==> config.mk <==
export PLATFORM = sky130hd
export DESIGN_NAME = prtac_core
export DESIGN_NICKNAME = d
export VERILOG_FILES = /design/src/prtac_pkg.sv /design/src/prtac_core.sv
export SDC_FILE = /design/constraint.sdc
export NUM_CORES = 1
export LEC_CHECK = 0
export ABC_CLOCK_PERIOD_IN_PS = 2800
export BUFFER_PORTS_ARGS = -buffer_cell sky130_fd_sc_hd__buf_2
export CAP_MARGIN = 20
export CORE_ASPECT_RATIO = 1.1
export CORE_MARGIN = 5
export CORE_UTILIZATION = 61
export DETAILED_ROUTE_END_ITERATION = 10
export MAX_ROUTING_LAYER = met4
export PLACE_DENSITY = 0.9
export RECOVER_POWER = 100
export SLEW_MARGIN = 20
export SYNTH_ARGS = -nofsm -noshare
export SYNTH_HDL_FRONTEND = slang
export SYNTH_SLANG_ARGS = --single-unit
==> constraint.sdc <==
create_clock -name clk -period 2.8 [get_ports clk]
set_clock_uncertainty 0.05 [all_clocks]
set_input_delay 0.56 -clock clk [delete_from_list [all_inputs] [get_ports clk]]
set_output_delay 0.56 -clock clk [all_outputs]
set_load 0.02 [all_outputs]
==> src/prtac_pkg.sv <==
// Constants, state codes and timing shared by the coexistence block.
// Assumes a single 50 MHz clock; all peer pins arrive asynchronously.
package prtac_pkg;
  // Clock period
  localparam int CLK_NS = 20;
  // Length of one priority/direction sample slot after the request rises
  localparam int PRI_SLOT_NS = 1000;
  localparam int PRI_SLOT_CYC = (PRI_SLOT_NS + CLK_NS - 1) / CLK_NS;
  // Serial coexistence link bit time (1 Mbaud)
  localparam int WCI_BIT_NS = 1000;
  localparam int WCI_BIT_CYC = WCI_BIT_NS / CLK_NS;
  localparam int TMR_W = 8;
  localparam logic [TMR_W-1:0] PRI_SLOT_LD = TMR_W'(PRI_SLOT_CYC - 1);
  localparam logic [TMR_W-1:0] WCI_BIT_LD = TMR_W'(WCI_BIT_CYC - 1);
  localparam logic [TMR_W-1:0] WCI_HALF_LD = TMR_W'(WCI_BIT_CYC / 2 - 1);
  localparam logic [TMR_W-1:0] TMR_ZERO = 8'h00;
  // Serial frame: start, 8 data bits, stop
  localparam int WCI_DATA_W = 8;
  localparam logic [3:0] WCI_BIT_START = 4'h0;
  localparam logic [3:0] WCI_BIT_STOP = 4'h9;
  localparam int RX_FIFO_DEPTH = 8;
  // Synchroniser lanes
  localparam int SY_W = 5;
  localparam int SY_REQ = 0;
  localparam int SY_PRI = 1;
  localparam int SY_DIR = 2;
  localparam int SY_OVL = 3;
  localparam int SY_RX = 4;
  localparam logic [SY_W-1:0] SY_IDLE = 5'h10;
  // Direction encoding on the direction pin
  localparam logic DIR_TX = 1'b1;
  // Peer request handling states
  typedef enum logic [5:0] {
    ST_IDLE = 6'h01,
    ST_PRI1 = 6'h02,
    ST_PRI2 = 6'h04,
    ST_DIR = 6'h08,
    ST_DECIDE = 6'h10,
    ST_GRANT = 6'h20
  } prtac_state_t;
endpackage

==> src/prtac_core.sv <==
// Coexistence arbiter: internal WLAN/PAN arbitration, peer radio handshake,
// serial coexistence message link with an 8-word receive FIFO.
// Assumes peer pins are asynchronous and the user side runs on clk.
`timescale 1ns/1ps

// Small synchronous FIFO, flip-flop storage
module prtac_fifo #(
  parameter int WIDTH = 8,
  parameter int DEPTH = 8
) (
  input wire logic clk,
  input wire logic nrst,
  input wire logic in_valid,
  output logic in_ready,
  input wire logic [WIDTH-1:0] in_data,
  output logic out_valid,
  input wire logic out_ready,
  output logic [WIDTH-1:0] out_data
);
  localparam int AW = $clog2(DEPTH);
  typedef struct packed {
    logic [DEPTH-1:0][WIDTH-1:0] mem;
    logic [AW-1:0] wr;
    logic [AW-1:0] rd;
    logic [AW:0] cnt;
    logic ov;
    logic [WIDTH-1:0] od;
  } prtac_fifo_s_t;
  prtac_fifo_s_t s_r;
  prtac_fifo_s_t s_nxt;
  logic push;
  logic pop;

  // Head word sits in its own flop so the outputs are registered; it counts toward the depth
  assign in_ready = ((s_r.cnt + (AW+1)'(s_r.ov)) != (AW+1)'(DEPTH));
  assign out_valid = s_r.ov;
  assign out_data = s_r.od;
  assign push = in_valid && in_ready;
  assign pop = (s_r.cnt != '0) && (!s_r.ov || out_ready); // Refill the head register

  // Pointer wrap uses depth, not a power of two assumption
  always_comb begin
    s_nxt = s_r;
    if (push) begin
      s_nxt.mem[s_r.wr] = in_data;
      s_nxt.wr = (s_r.wr == AW'(DEPTH - 1)) ? '0 : s_r.wr + 1'b1;
    end
    if (pop) begin
      s_nxt.rd = (s_r.rd == AW'(DEPTH - 1)) ? '0 : s_r.rd + 1'b1;
      s_nxt.od = s_r.mem[s_r.rd];
    end
    s_nxt.ov = pop || (s_r.ov && !out_ready);
    s_nxt.cnt = s_r.cnt + (AW+1)'(push) - (AW+1)'(pop);
  end

  always_ff @(posedge clk or negedge nrst) begin
    if (!nrst) begin
      s_r <= '0;
    end else begin
      s_r <= s_nxt;
    end
  end
endmodule

module prtac_core (
  input wire logic clk,
  input wire logic nrst,
  input wire logic peer_radio_request_in,
  input wire logic peer_radio_priority_in,
  input wire logic peer_radio_direction_in,
  input wire logic peer_radio_channel_overlap_in,
  output logic peer_radio_grant_out,
  input wire logic coex_serial_rx,
  output logic coex_serial_tx,
  input wire logic cfg_pri_two_bit,
  input wire logic cfg_dir_on_pri,
  input wire logic wlan_req,
  input wire logic [1:0] wlan_pri,
  output logic wlan_grant,
  input wire logic pan_req,
  input wire logic [1:0] pan_pri,
  output logic pan_grant,
  output logic [1:0] peer_pri,
  output logic peer_tx,
  input wire logic msg_tx_valid,
  output logic msg_tx_ready,
  input wire logic [prtac_pkg::WCI_DATA_W-1:0] msg_tx_data,
  output logic msg_rx_valid,
  input wire logic msg_rx_ready,
  output logic [prtac_pkg::WCI_DATA_W-1:0] msg_rx_data,
  output logic msg_rx_overrun
);
  import prtac_pkg::*;
  typedef struct packed {
    prtac_state_t st;
    logic [TMR_W-1:0] tmr;
    logic [1:0] peer_pri;
    logic peer_tx;
    logic peer_grant;
    logic wlan_grant;
    logic pan_grant;
    logic [2:0][SY_W-1:0] sy;
    logic [SY_W-1:0] filt;
    logic rx_busy;
    logic [3:0] rx_bit;
    logic [TMR_W-1:0] rx_tmr;
    logic [WCI_DATA_W-1:0] rx_sh;
    logic rx_push;
    logic overrun;
    logic tx_busy;
    logic tx_ready;
    logic [3:0] tx_bit;
    logic [TMR_W-1:0] tx_tmr;
    logic [WCI_DATA_W-1:0] tx_sh;
    logic tx_line;
  } prtac_core_s_t;
  prtac_core_s_t s_r;
  prtac_core_s_t s_nxt;
  logic fifo_in_ready;
  logic req_f;
  logic pri_f;
  logic ovl_f;
  logic peer_block;
  logic peer_wins;
  assign req_f = s_r.filt[SY_REQ];
  assign pri_f = s_r.filt[SY_PRI];
  assign ovl_f = s_r.filt[SY_OVL];
  // Peer owns an overlapping channel: own radios must stay off the air
  assign peer_block = s_r.peer_grant && ovl_f;
  // Peer wins when channels are apart, WLAN idle, or its priority is higher
  assign peer_wins = !ovl_f || !wlan_req || (s_r.peer_pri > wlan_pri);
  // Outputs straight from state flops
  assign peer_radio_grant_out = s_r.peer_grant;
  assign coex_serial_tx = s_r.tx_line;
  assign wlan_grant = s_r.wlan_grant;
  assign pan_grant = s_r.pan_grant;
  assign peer_pri = s_r.peer_pri;
  assign peer_tx = s_r.peer_tx;
  assign msg_tx_ready = s_r.tx_ready;
  assign msg_rx_overrun = s_r.overrun;

  // Received messages buffered; user side may stall
  prtac_fifo #(.WIDTH(WCI_DATA_W), .DEPTH(RX_FIFO_DEPTH)) u_rx_fifo (
    .clk(clk),
    .nrst(nrst),
    .in_valid(s_r.rx_push),
    .in_ready(fifo_in_ready),
    .in_data(s_r.rx_sh),
    .out_valid(msg_rx_valid),
    .out_ready(msg_rx_ready),
    .out_data(msg_rx_data)
  );

  // Next state of the whole block
  always_comb begin
    s_nxt = s_r;
    // Three-stage sync; a change counts once stages two and three agree
    s_nxt.sy[0] = {coex_serial_rx, peer_radio_channel_overlap_in, peer_radio_direction_in,
                   peer_radio_priority_in, peer_radio_request_in};
    s_nxt.sy[1] = s_r.sy[0];
    s_nxt.sy[2] = s_r.sy[1];
    s_nxt.filt = (s_r.sy[1] & s_r.sy[2]) | (s_r.filt & (s_r.sy[1] | s_r.sy[2]));
    s_nxt.tmr = (s_r.tmr == TMR_ZERO) ? PRI_SLOT_LD : s_r.tmr - 1'b1;
    // Peer request handshake; a dropped request always withdraws the grant
    case (s_r.st)
      ST_IDLE: begin
        s_nxt.peer_grant = 1'b0;
        if (req_f) begin
          s_nxt.st = ST_PRI1;
          s_nxt.tmr = PRI_SLOT_LD;
          s_nxt.peer_pri = 2'h0;
        end
      end
      ST_PRI1: begin
        if (s_r.tmr == TMR_ZERO) begin
          // One-bit priority lands in the upper bit; the lower bit is cleared
          s_nxt.peer_pri = {pri_f, 1'b0};
          s_nxt.st = cfg_pri_two_bit ? ST_PRI2 : (cfg_dir_on_pri ? ST_DIR : ST_DECIDE);
        end
      end
      ST_PRI2: begin
        if (s_r.tmr == TMR_ZERO) begin
          s_nxt.peer_pri[0] = pri_f;
          s_nxt.st = cfg_dir_on_pri ? ST_DIR : ST_DECIDE;
        end
      end
      ST_DIR: begin
        if (s_r.tmr == TMR_ZERO) begin
          s_nxt.peer_tx = (pri_f == DIR_TX);
          s_nxt.st = ST_DECIDE;
        end
      end
      ST_DECIDE: begin
        if (!cfg_dir_on_pri) begin
          s_nxt.peer_tx = (s_r.filt[SY_DIR] == DIR_TX);
        end
        s_nxt.peer_grant = peer_wins;
        s_nxt.st = ST_GRANT;
      end
      ST_GRANT: s_nxt.st = ST_GRANT; // Decision held stable for the whole request
      default: begin
        s_nxt.st = ST_IDLE;
        s_nxt.peer_grant = 1'b0;
      end
    endcase
    if (!req_f) begin
      s_nxt.st = ST_IDLE;
      s_nxt.peer_grant = 1'b0;
    end
    // Own radios: WLAN wins ties, both yield to a peer on an overlapping channel
    s_nxt.wlan_grant = wlan_req && !peer_block && (!pan_req || (wlan_pri >= pan_pri));
    s_nxt.pan_grant = pan_req && !peer_block && !s_nxt.wlan_grant;
    // Serial receiver, sampled mid-bit
    s_nxt.rx_push = 1'b0;
    if (!s_r.rx_busy) begin
      if (!s_r.filt[SY_RX]) begin
        s_nxt.rx_busy = 1'b1;
        s_nxt.rx_bit = WCI_BIT_START;
        s_nxt.rx_tmr = WCI_HALF_LD;
      end
    end else if (s_r.rx_tmr != TMR_ZERO) begin
      s_nxt.rx_tmr = s_r.rx_tmr - 1'b1;
    end else begin
      s_nxt.rx_tmr = WCI_BIT_LD;
      s_nxt.rx_bit = s_r.rx_bit + 1'b1;
      if (s_r.rx_bit == WCI_BIT_START) begin
        // Glitch shorter than half a bit is not a start bit
        s_nxt.rx_busy = !s_r.filt[SY_RX];
      end else if (s_r.rx_bit == WCI_BIT_STOP) begin
        s_nxt.rx_busy = 1'b0;
        // Framing errors are dropped silently
        s_nxt.rx_push = s_r.filt[SY_RX];
      end else begin
        s_nxt.rx_sh = {s_r.filt[SY_RX], s_r.rx_sh[WCI_DATA_W-1:1]};
      end
    end
    // The line cannot be stalled, so a full FIFO can only lose the byte
    if (s_r.rx_push && !fifo_in_ready) begin
      s_nxt.overrun = 1'b1;
    end
    // Serial transmitter, LSB first
    if (!s_r.tx_busy) begin
      s_nxt.tx_ready = 1'b1;
      if (msg_tx_valid && s_r.tx_ready) begin
        s_nxt.tx_busy = 1'b1;
        s_nxt.tx_ready = 1'b0;
        s_nxt.tx_line = 1'b0;
        s_nxt.tx_sh = msg_tx_data;
        s_nxt.tx_bit = WCI_BIT_START;
        s_nxt.tx_tmr = WCI_BIT_LD;
      end
    end else if (s_r.tx_tmr != TMR_ZERO) begin
      s_nxt.tx_tmr = s_r.tx_tmr - 1'b1;
    end else if (s_r.tx_bit == WCI_BIT_STOP) begin
      s_nxt.tx_busy = 1'b0;
      s_nxt.tx_ready = 1'b1;
    end else begin
      s_nxt.tx_tmr = WCI_BIT_LD;
      s_nxt.tx_bit = s_r.tx_bit + 1'b1;
      // Stop bit falls out of the shift as the fill of ones
      s_nxt.tx_line = s_r.tx_sh[0];
      s_nxt.tx_sh = {1'b1, s_r.tx_sh[WCI_DATA_W-1:1]};
    end
  end

  // Idle levels: serial lines high, grants low
  always_ff @(posedge clk or negedge nrst) begin
    if (!nrst) begin
      s_r <= '0;
      s_r.st <= ST_IDLE;
      s_r.sy <= {3{SY_IDLE}};
      s_r.filt <= SY_IDLE;
      s_r.tx_line <= 1'b1;
    end else begin
      s_r <= s_nxt;
    end
  end

  localparam int A_SLOT = PRI_SLOT_CYC;
endmodule

; ---- After elaboration in Yosys (flattened, before gate mapping)
; Cells that the tools add are included.
[word_totals]
ff_bits = 169
inputBits = 25
word_cells = 172
[classes]
bitwise_logic = 7
magnitude_cmp = 5
n_eq_ne = 26
n_addsub = 10
reduce_logical = 45
mux = 42
[op_table]
columns = operator, n
row1 = bitwise mux 64 bit, 1
row2 = 2-to-1 mux 8 bit, 6
row3 = 2-to-1 mux 23 bit, 2
row4 = 2-to-1 mux 6 bit, 6
row5 = case mux 6 bit (5 select lines), 1
row6 = 2-to-1 mux 13 bit, 2
row7 = binary-select mux 8 bit (select 3 bit), 1
row8 = demux 8 bit (select 3 bit), 1
row9 = subtractor 8 x 1 -> 8 bit (second input constant), 3
row10 = 2-to-1 mux 21 bit, 1
row11 = != test 2 bit (second input constant), 10
row12 = 2-to-1 mux 16 bit, 1
row13 = nonzero test 8 bit, 2
row14 = != test 3 bit (second input constant), 4
row15 = AND reduction 3 bit, 4
row16 = logical AND 1 bit, 11
row17 = bitwise AND 5 bit, 2
row18 = 2-to-1 mux 5 bit, 2
row19 = OR 5 bit, 2
row20 = zero test 1 bit, 9
row21 = 2-to-1 mux 1 bit, 9
row22 = 2-to-1 mux 9 bit, 1
row23 = adder 4 x 1 -> 4 bit, 2
row24 = adder 4 x 1 -> 4 bit (second input constant), 2
row25 = other kinds (31), 50

; ---- Depth between registers and ports, before layout
[depth]
ltp_word = 6
depth_mapped = 11

; ---- Modules after synthesis
; Synthesis repeated with hierarchy kept, for this count alone.
[unflattened]
hier_cells = 634
hier_area_um2 = 7932.6
[modules_own_cells]
columns = module, area_each_um2, cells_per_inst, seq_area_each_um2, instances
row1 = prtac_core, 3971.3, 370, 2159.6, 1
row2 = prtac_fifo, 3961.3, 264, 2077.0, 1

; ---- Least setup slack after synthesis
; OpenSTA, ideal clock, no wires.
[synth_path]
path_type = register to register
from = reg u_rx_fifo.s_r[11] (netlist bit)
to = reg u_rx_fifo.s_r[11] (netlist bit)
path_stages_with_launch = 12
arrival_time_ps = 2239
period_less_slack_ps = 2411
path_slack_ps = 389
cell_sequence = dfrtp_1 -> inv_1 -> ha_1 -> and3_1 -> a21oi_1 -> clkbuf_1 -> ha_1 -> inv_1 -> ha_1 -> inv_1 -> fa_1 -> xnor2_1
[synth_rtl]
columns = element, line
row1 = from (decl), prtac_core.sv:29  ; prtac_fifo_s_t s_r;
row2 = from (signal assigned), prtac_core.sv:60  ; s_r <= s_nxt;

; ---- Worst setup path after layout
[layout_path]
from = reg u_rx_fifo.s_r[10] (netlist bit)
to = reg u_rx_fifo.s_r[22] (netlist bit)
[layout_via]
elab_chain_cells = 3
[layout_lines]
columns = element, line
row1 = adder 4 x 1 -> 4 bit, prtac_core.sv:35  ; assign in_ready = ((s_r.cnt + (AW+1)'(s_r.ov)) != (AW+1)'(DEPTH));
row2 = != test 4 bit, prtac_core.sv:35
row3 = logical AND 1 bit, prtac_core.sv:38  ; assign push = in_valid && in_ready;
; Every way passes these cells.
; A chain may end at the register's enable or synchronous reset.

==> flow_metrics.tcl <==
set metrics [dict create \
    crit_required_ns 3.05 \
    synthFlopType "dfrtp_1" \
    avgSynthCellArea_um2 12.2 \
    fin_crit_sh_pct 91.9 \
    dpl-instance-area_um2 8220 \
    cpPeakStageDelay_ns 0.46 \
    cts_repair_resize_count 0 \
    hpwl_mm 10.8 \
    cp_cell_sequence "ha_1, and3b_1, o211ai_1, inv_1, nor3b_2, clkbuf_1, mux2_1" \
    drc 0 \
    overflow 0 \
    cts_hold_buffers 0 \
    tightest_slew_ns 1.45 \
    antennaDiodeCount 0 \
    final_nets 734 \
    slew_headroom_pct 3.54 \
    p_clk_share_pct 34.3 \
    grt_max_degree 60 \
    first_pass_iters 4 \
    cts_buffers 17 \
    max_freq_mhz 389 \
    synth_top_area_share_pct 51.8 \
    cpMaxStageDelayCell "dfrtp_1" \
    clock_latency_ns 0.43 \
    h-tree-depth 4 \
    routabilityCongestion 0.884 \
    maxCapViolations 0 \
    total_power_mw 6.79 \
    cts_sinks 169 \
    clk_path_buf_depth 2 \
    hold_viol_final 0 \
    drt_wl_total_mm 16.7 \
    cts_setup_buffers 0 \
    synthToLayoutAreaGrowth_pct 10.7 \
    core-area_um2 12600 \
    fin_tns_setup_ns 0 \
    period_needed_ns 2.57 \
    netlist_area_um2 7870 \
    vias_per_cell 6.09 \
    p_sw_share_pct 30.8 \
    critPathKind "flip-flop to flip-flop" \
    clk_pin_slew_ns 0.06 \
    power_density_nw_per_um2 779 \
    grt_first_pass_wirelength_mm 28.4 \
    endpoint_kind "flip-flop" \
    start_util_pct 62.3 \
    avgRoutedWirePerCell_um 19.7 \
    power.switching_mw 2.09 \
    dieArea_um2 15300 \
    grt_pass1_vias 5625 \
    async_flop_share_pct 100 \
    synth.distinct_cells 63 \
    num_io_pins 43 \
    ys_ff_latch 169 \
    status "complete, no violations" \
    final_max_slew_viol_count 0 \
    final_area_um2 8720 \
    synth_edf_count 0 \
    rows 43 \
    setup_viol 0 \
    die-height_um 129 \
    ant_nets 0 \
    io_buffer_count 42 \
    grt_usage_pct 24.2 \
    rsz0062_at_grt "no" \
    peakVddDrop_mv 0.626 \
    crit_fanout 8 \
    synthTopCellsByArea "dfrtp_1 52%, mux2_2 11%, mux4_2 4.6%" \
    antenna_found_initial 0 \
    synth_warnings 0 \
    comb_power_share_pct 20.8 \
    cp_data_arrival_time_ns 2.82 \
    final_layout_size_suffix_gt1_share_pct 23.2 \
    cts_tree "done" \
    num_vias 5184 \
    yosys.area.top_type "dfrtp_1" \
    p_leak_nw 4.16 \
    clockRootBuffer "clkbuf_16" \
    synth_cells 646 \
    cp-start-kind "flip-flop" \
    hp-class "input pin to flip-flop" \
    die_w_um 118 \
    p_int_mw 4.70 \
    ys_seq_area_share_pct 53.8 \
    synth_fp_nets 698 \
    dr.first_iter.drc_count 351 \
    pwr-share-seq_pct 44.9 \
]
registers in the layout (all words and copies together), names as in the netlist:
name                  cells
u_rx_fifo.out_valid       1
msg_rx_overrun            1
coex_serial_tx            1
wlan_grant                1
pan_grant                 1
s_r                      64
pri_f                     1
peer_radio_grant_out      1
peer_tx                   1
ovl_f                     1
u_rx_fifo.out_data        8
msg_tx_ready              1
u_rx_fifo.s_r            74
s_nxt                    10
req_f                     1
peer_pri                  2
placed cells by master, fill, tap and decap left out, types with 3 or more instances in the layout:
| master | Yosys | final |
|---|---|---|
| dfrtp_1 | 163 | 163 |
| a31oi_1 | 5 | 5 |
| or3_1 | 4 | 4 |
| buf_4 | 10 | 4 |
| mux2_1 | 0 | 4 |
| o21a_1 | 3 | 3 |
| a22o_1 | 9 | 9 |
| nand2b_1 | 8 | 8 |
| ha_1 | 26 | 26 |
| a21o_1 | 10 | 10 |
| clkbuf_8 | 0 | 3 |
| nand4_1 | 3 | 3 |
| inv_1 | 33 | 33 |
| dfstp_2 | 6 | 4 |
| clkinvlp_4 | 0 | 4 |
| clkbuf_1 | 14 | 30 |
| nor2b_1 | 6 | 6 |
| mux2_2 | 76 | 72 |
| o31ai_1 | 5 | 5 |
| o21ai_0 | 23 | 24 |
| nor2_1 | 48 | 48 |
| or4_1 | 3 | 3 |
| clkbuf_2 | 0 | 3 |
| and2_0 | 1 | 3 |
| nor3_1 | 9 | 9 |
| xnor2_1 | 9 | 9 |
| a21oi_1 | 20 | 20 |
| nand2_1 | 37 | 37 |
| mux2i_1 | 10 | 10 |
| xor2_1 | 7 | 7 |
| and3_1 | 5 | 5 |
| buf_2 | 6 | 21 |
| nor3b_1 | 4 | 4 |
| maj3_1 | 5 | 5 |
| clkbuf_16 | 0 | 17 |
| nand3b_1 | 5 | 5 |
| nand3_1 | 10 | 10 |
| mux4_2 | 16 | 16 |
kinds of logic (layout without fill, tap and decap cells):
kind of cell,count (synthesis),in the layout,share of synthesized area (%)
adder cells (fa/ha/maj),32,32,5.02
flip-flops,169,169,53.8
AO/OA/AOI/OAI,94,94,7.77
multiplexers,102,102,16.7
XOR/XNOR,16,16,1.78
AND/OR/NAND/NOR,161,161,10.8
buffers and inverters,72,120,4.10
Yosys cell counts (3+ instances only):
master	instances
and3_1	5
dfstp_2	6
inv_1	33
nand4_1	3
or4_1	3
nand2_1	37
buf_1	8
nand3b_1	5
nand2b_1	8
nor3_1	9
maj3_1	5
a21oi_1	20
mux2_2	76
nand3_1	10
buf_2	6
a31oi_1	5
mux4_2	16
nor2_1	48
xnor2_1	9
clkbuf_1	14
or3_1	4
mux2i_1	10
ha_1	26
o21a_1	3
o31ai_1	5
o21ai_0	23
buf_4	10
nor2b_1	6
a21o_1	10
xor2_1	7
nor3b_1	4
dfrtp_1	163
a22o_1	9
routing by layer:
layer  up-vias  GRT usage [%]  wire, um
met3        40           4.89       684
li1       2346              -         -
met5         -              -         0
met4         0           11.1       475
met1      2646           29.1      6840
met2       152           39.9      8740
power by group through the flow:
stage / Sequential (mW) / Clock [mW] / Combinational, mW
after floorplan: 2.92 / 0 / 1.22
after global placement: 3.05 / 0 / 1.32
after detailed placement: 3.08 / 0 / 1.43
after CTS: 3.05 / 2.36 / 1.45
after global routing: 3.09 / 2.46 / 1.60
final: 3.05 / 2.33 / 1.41
area by class of cell:
cell class	instances	area (um^2)
repair buffers	56	255
fillers	803	3930
clock inverters	9	116
multi-input cells	405	3310
well taps	157	196
flip-flops and latches	169	4240
inverters	33	124
clock buffers	22	474
through the flow:
stage	std cells	hold WS (ns)	setup slack, ns	utilization (%)
CTS	851	0.0596	0.326	69.7
detailed placement	820	0.289	0.355	65.0
floorplan	646	0.214	0.389	-
global route	851	0.161	0.126	68.9
global placement	820	0.283	0.467	65.0
finish	851	0.179	0.228	68.9
worst max-delay path: cells and delay by family, from the launching register on:
| family | cells | cell delay (ns) |
|---|---|---|
| AO/OA/AOI/OAI | 1 | 0.35 |
| flip-flops | 1 | 0.46 |
| AND/OR/NAND/NOR | 2 | 0.36 |
| buffers and inverters | 2 | 0.60 |
| adder cells (fa/ha/maj) | 1 | 0.24 |
| multiplexers | 1 | 0.39 |
path summary, 6_finish.rpt:
check                                   from           endpoint  slack, ns  depth (start not counted)
setup / recovery           u_rx_fifo.s_r[10]  u_rx_fifo.s_r[22]       0.23                          7
hold / removal                coex_serial_rx          s_nxt[60]       0.18                          1
setup reg to reg           u_rx_fifo.s_r[10]  u_rx_fifo.s_r[22]       0.23                          7
hold reg to reg                    s_nxt[56]          s_nxt[61]       0.31                          0
max in group asynchronous               nrst  u_rx_fifo.s_r[13]       0.60                          2
min in group asynchronous               nrst             s_r[5]       0.42                          1
No activity file was read; power rests on OpenSTA's default activity.
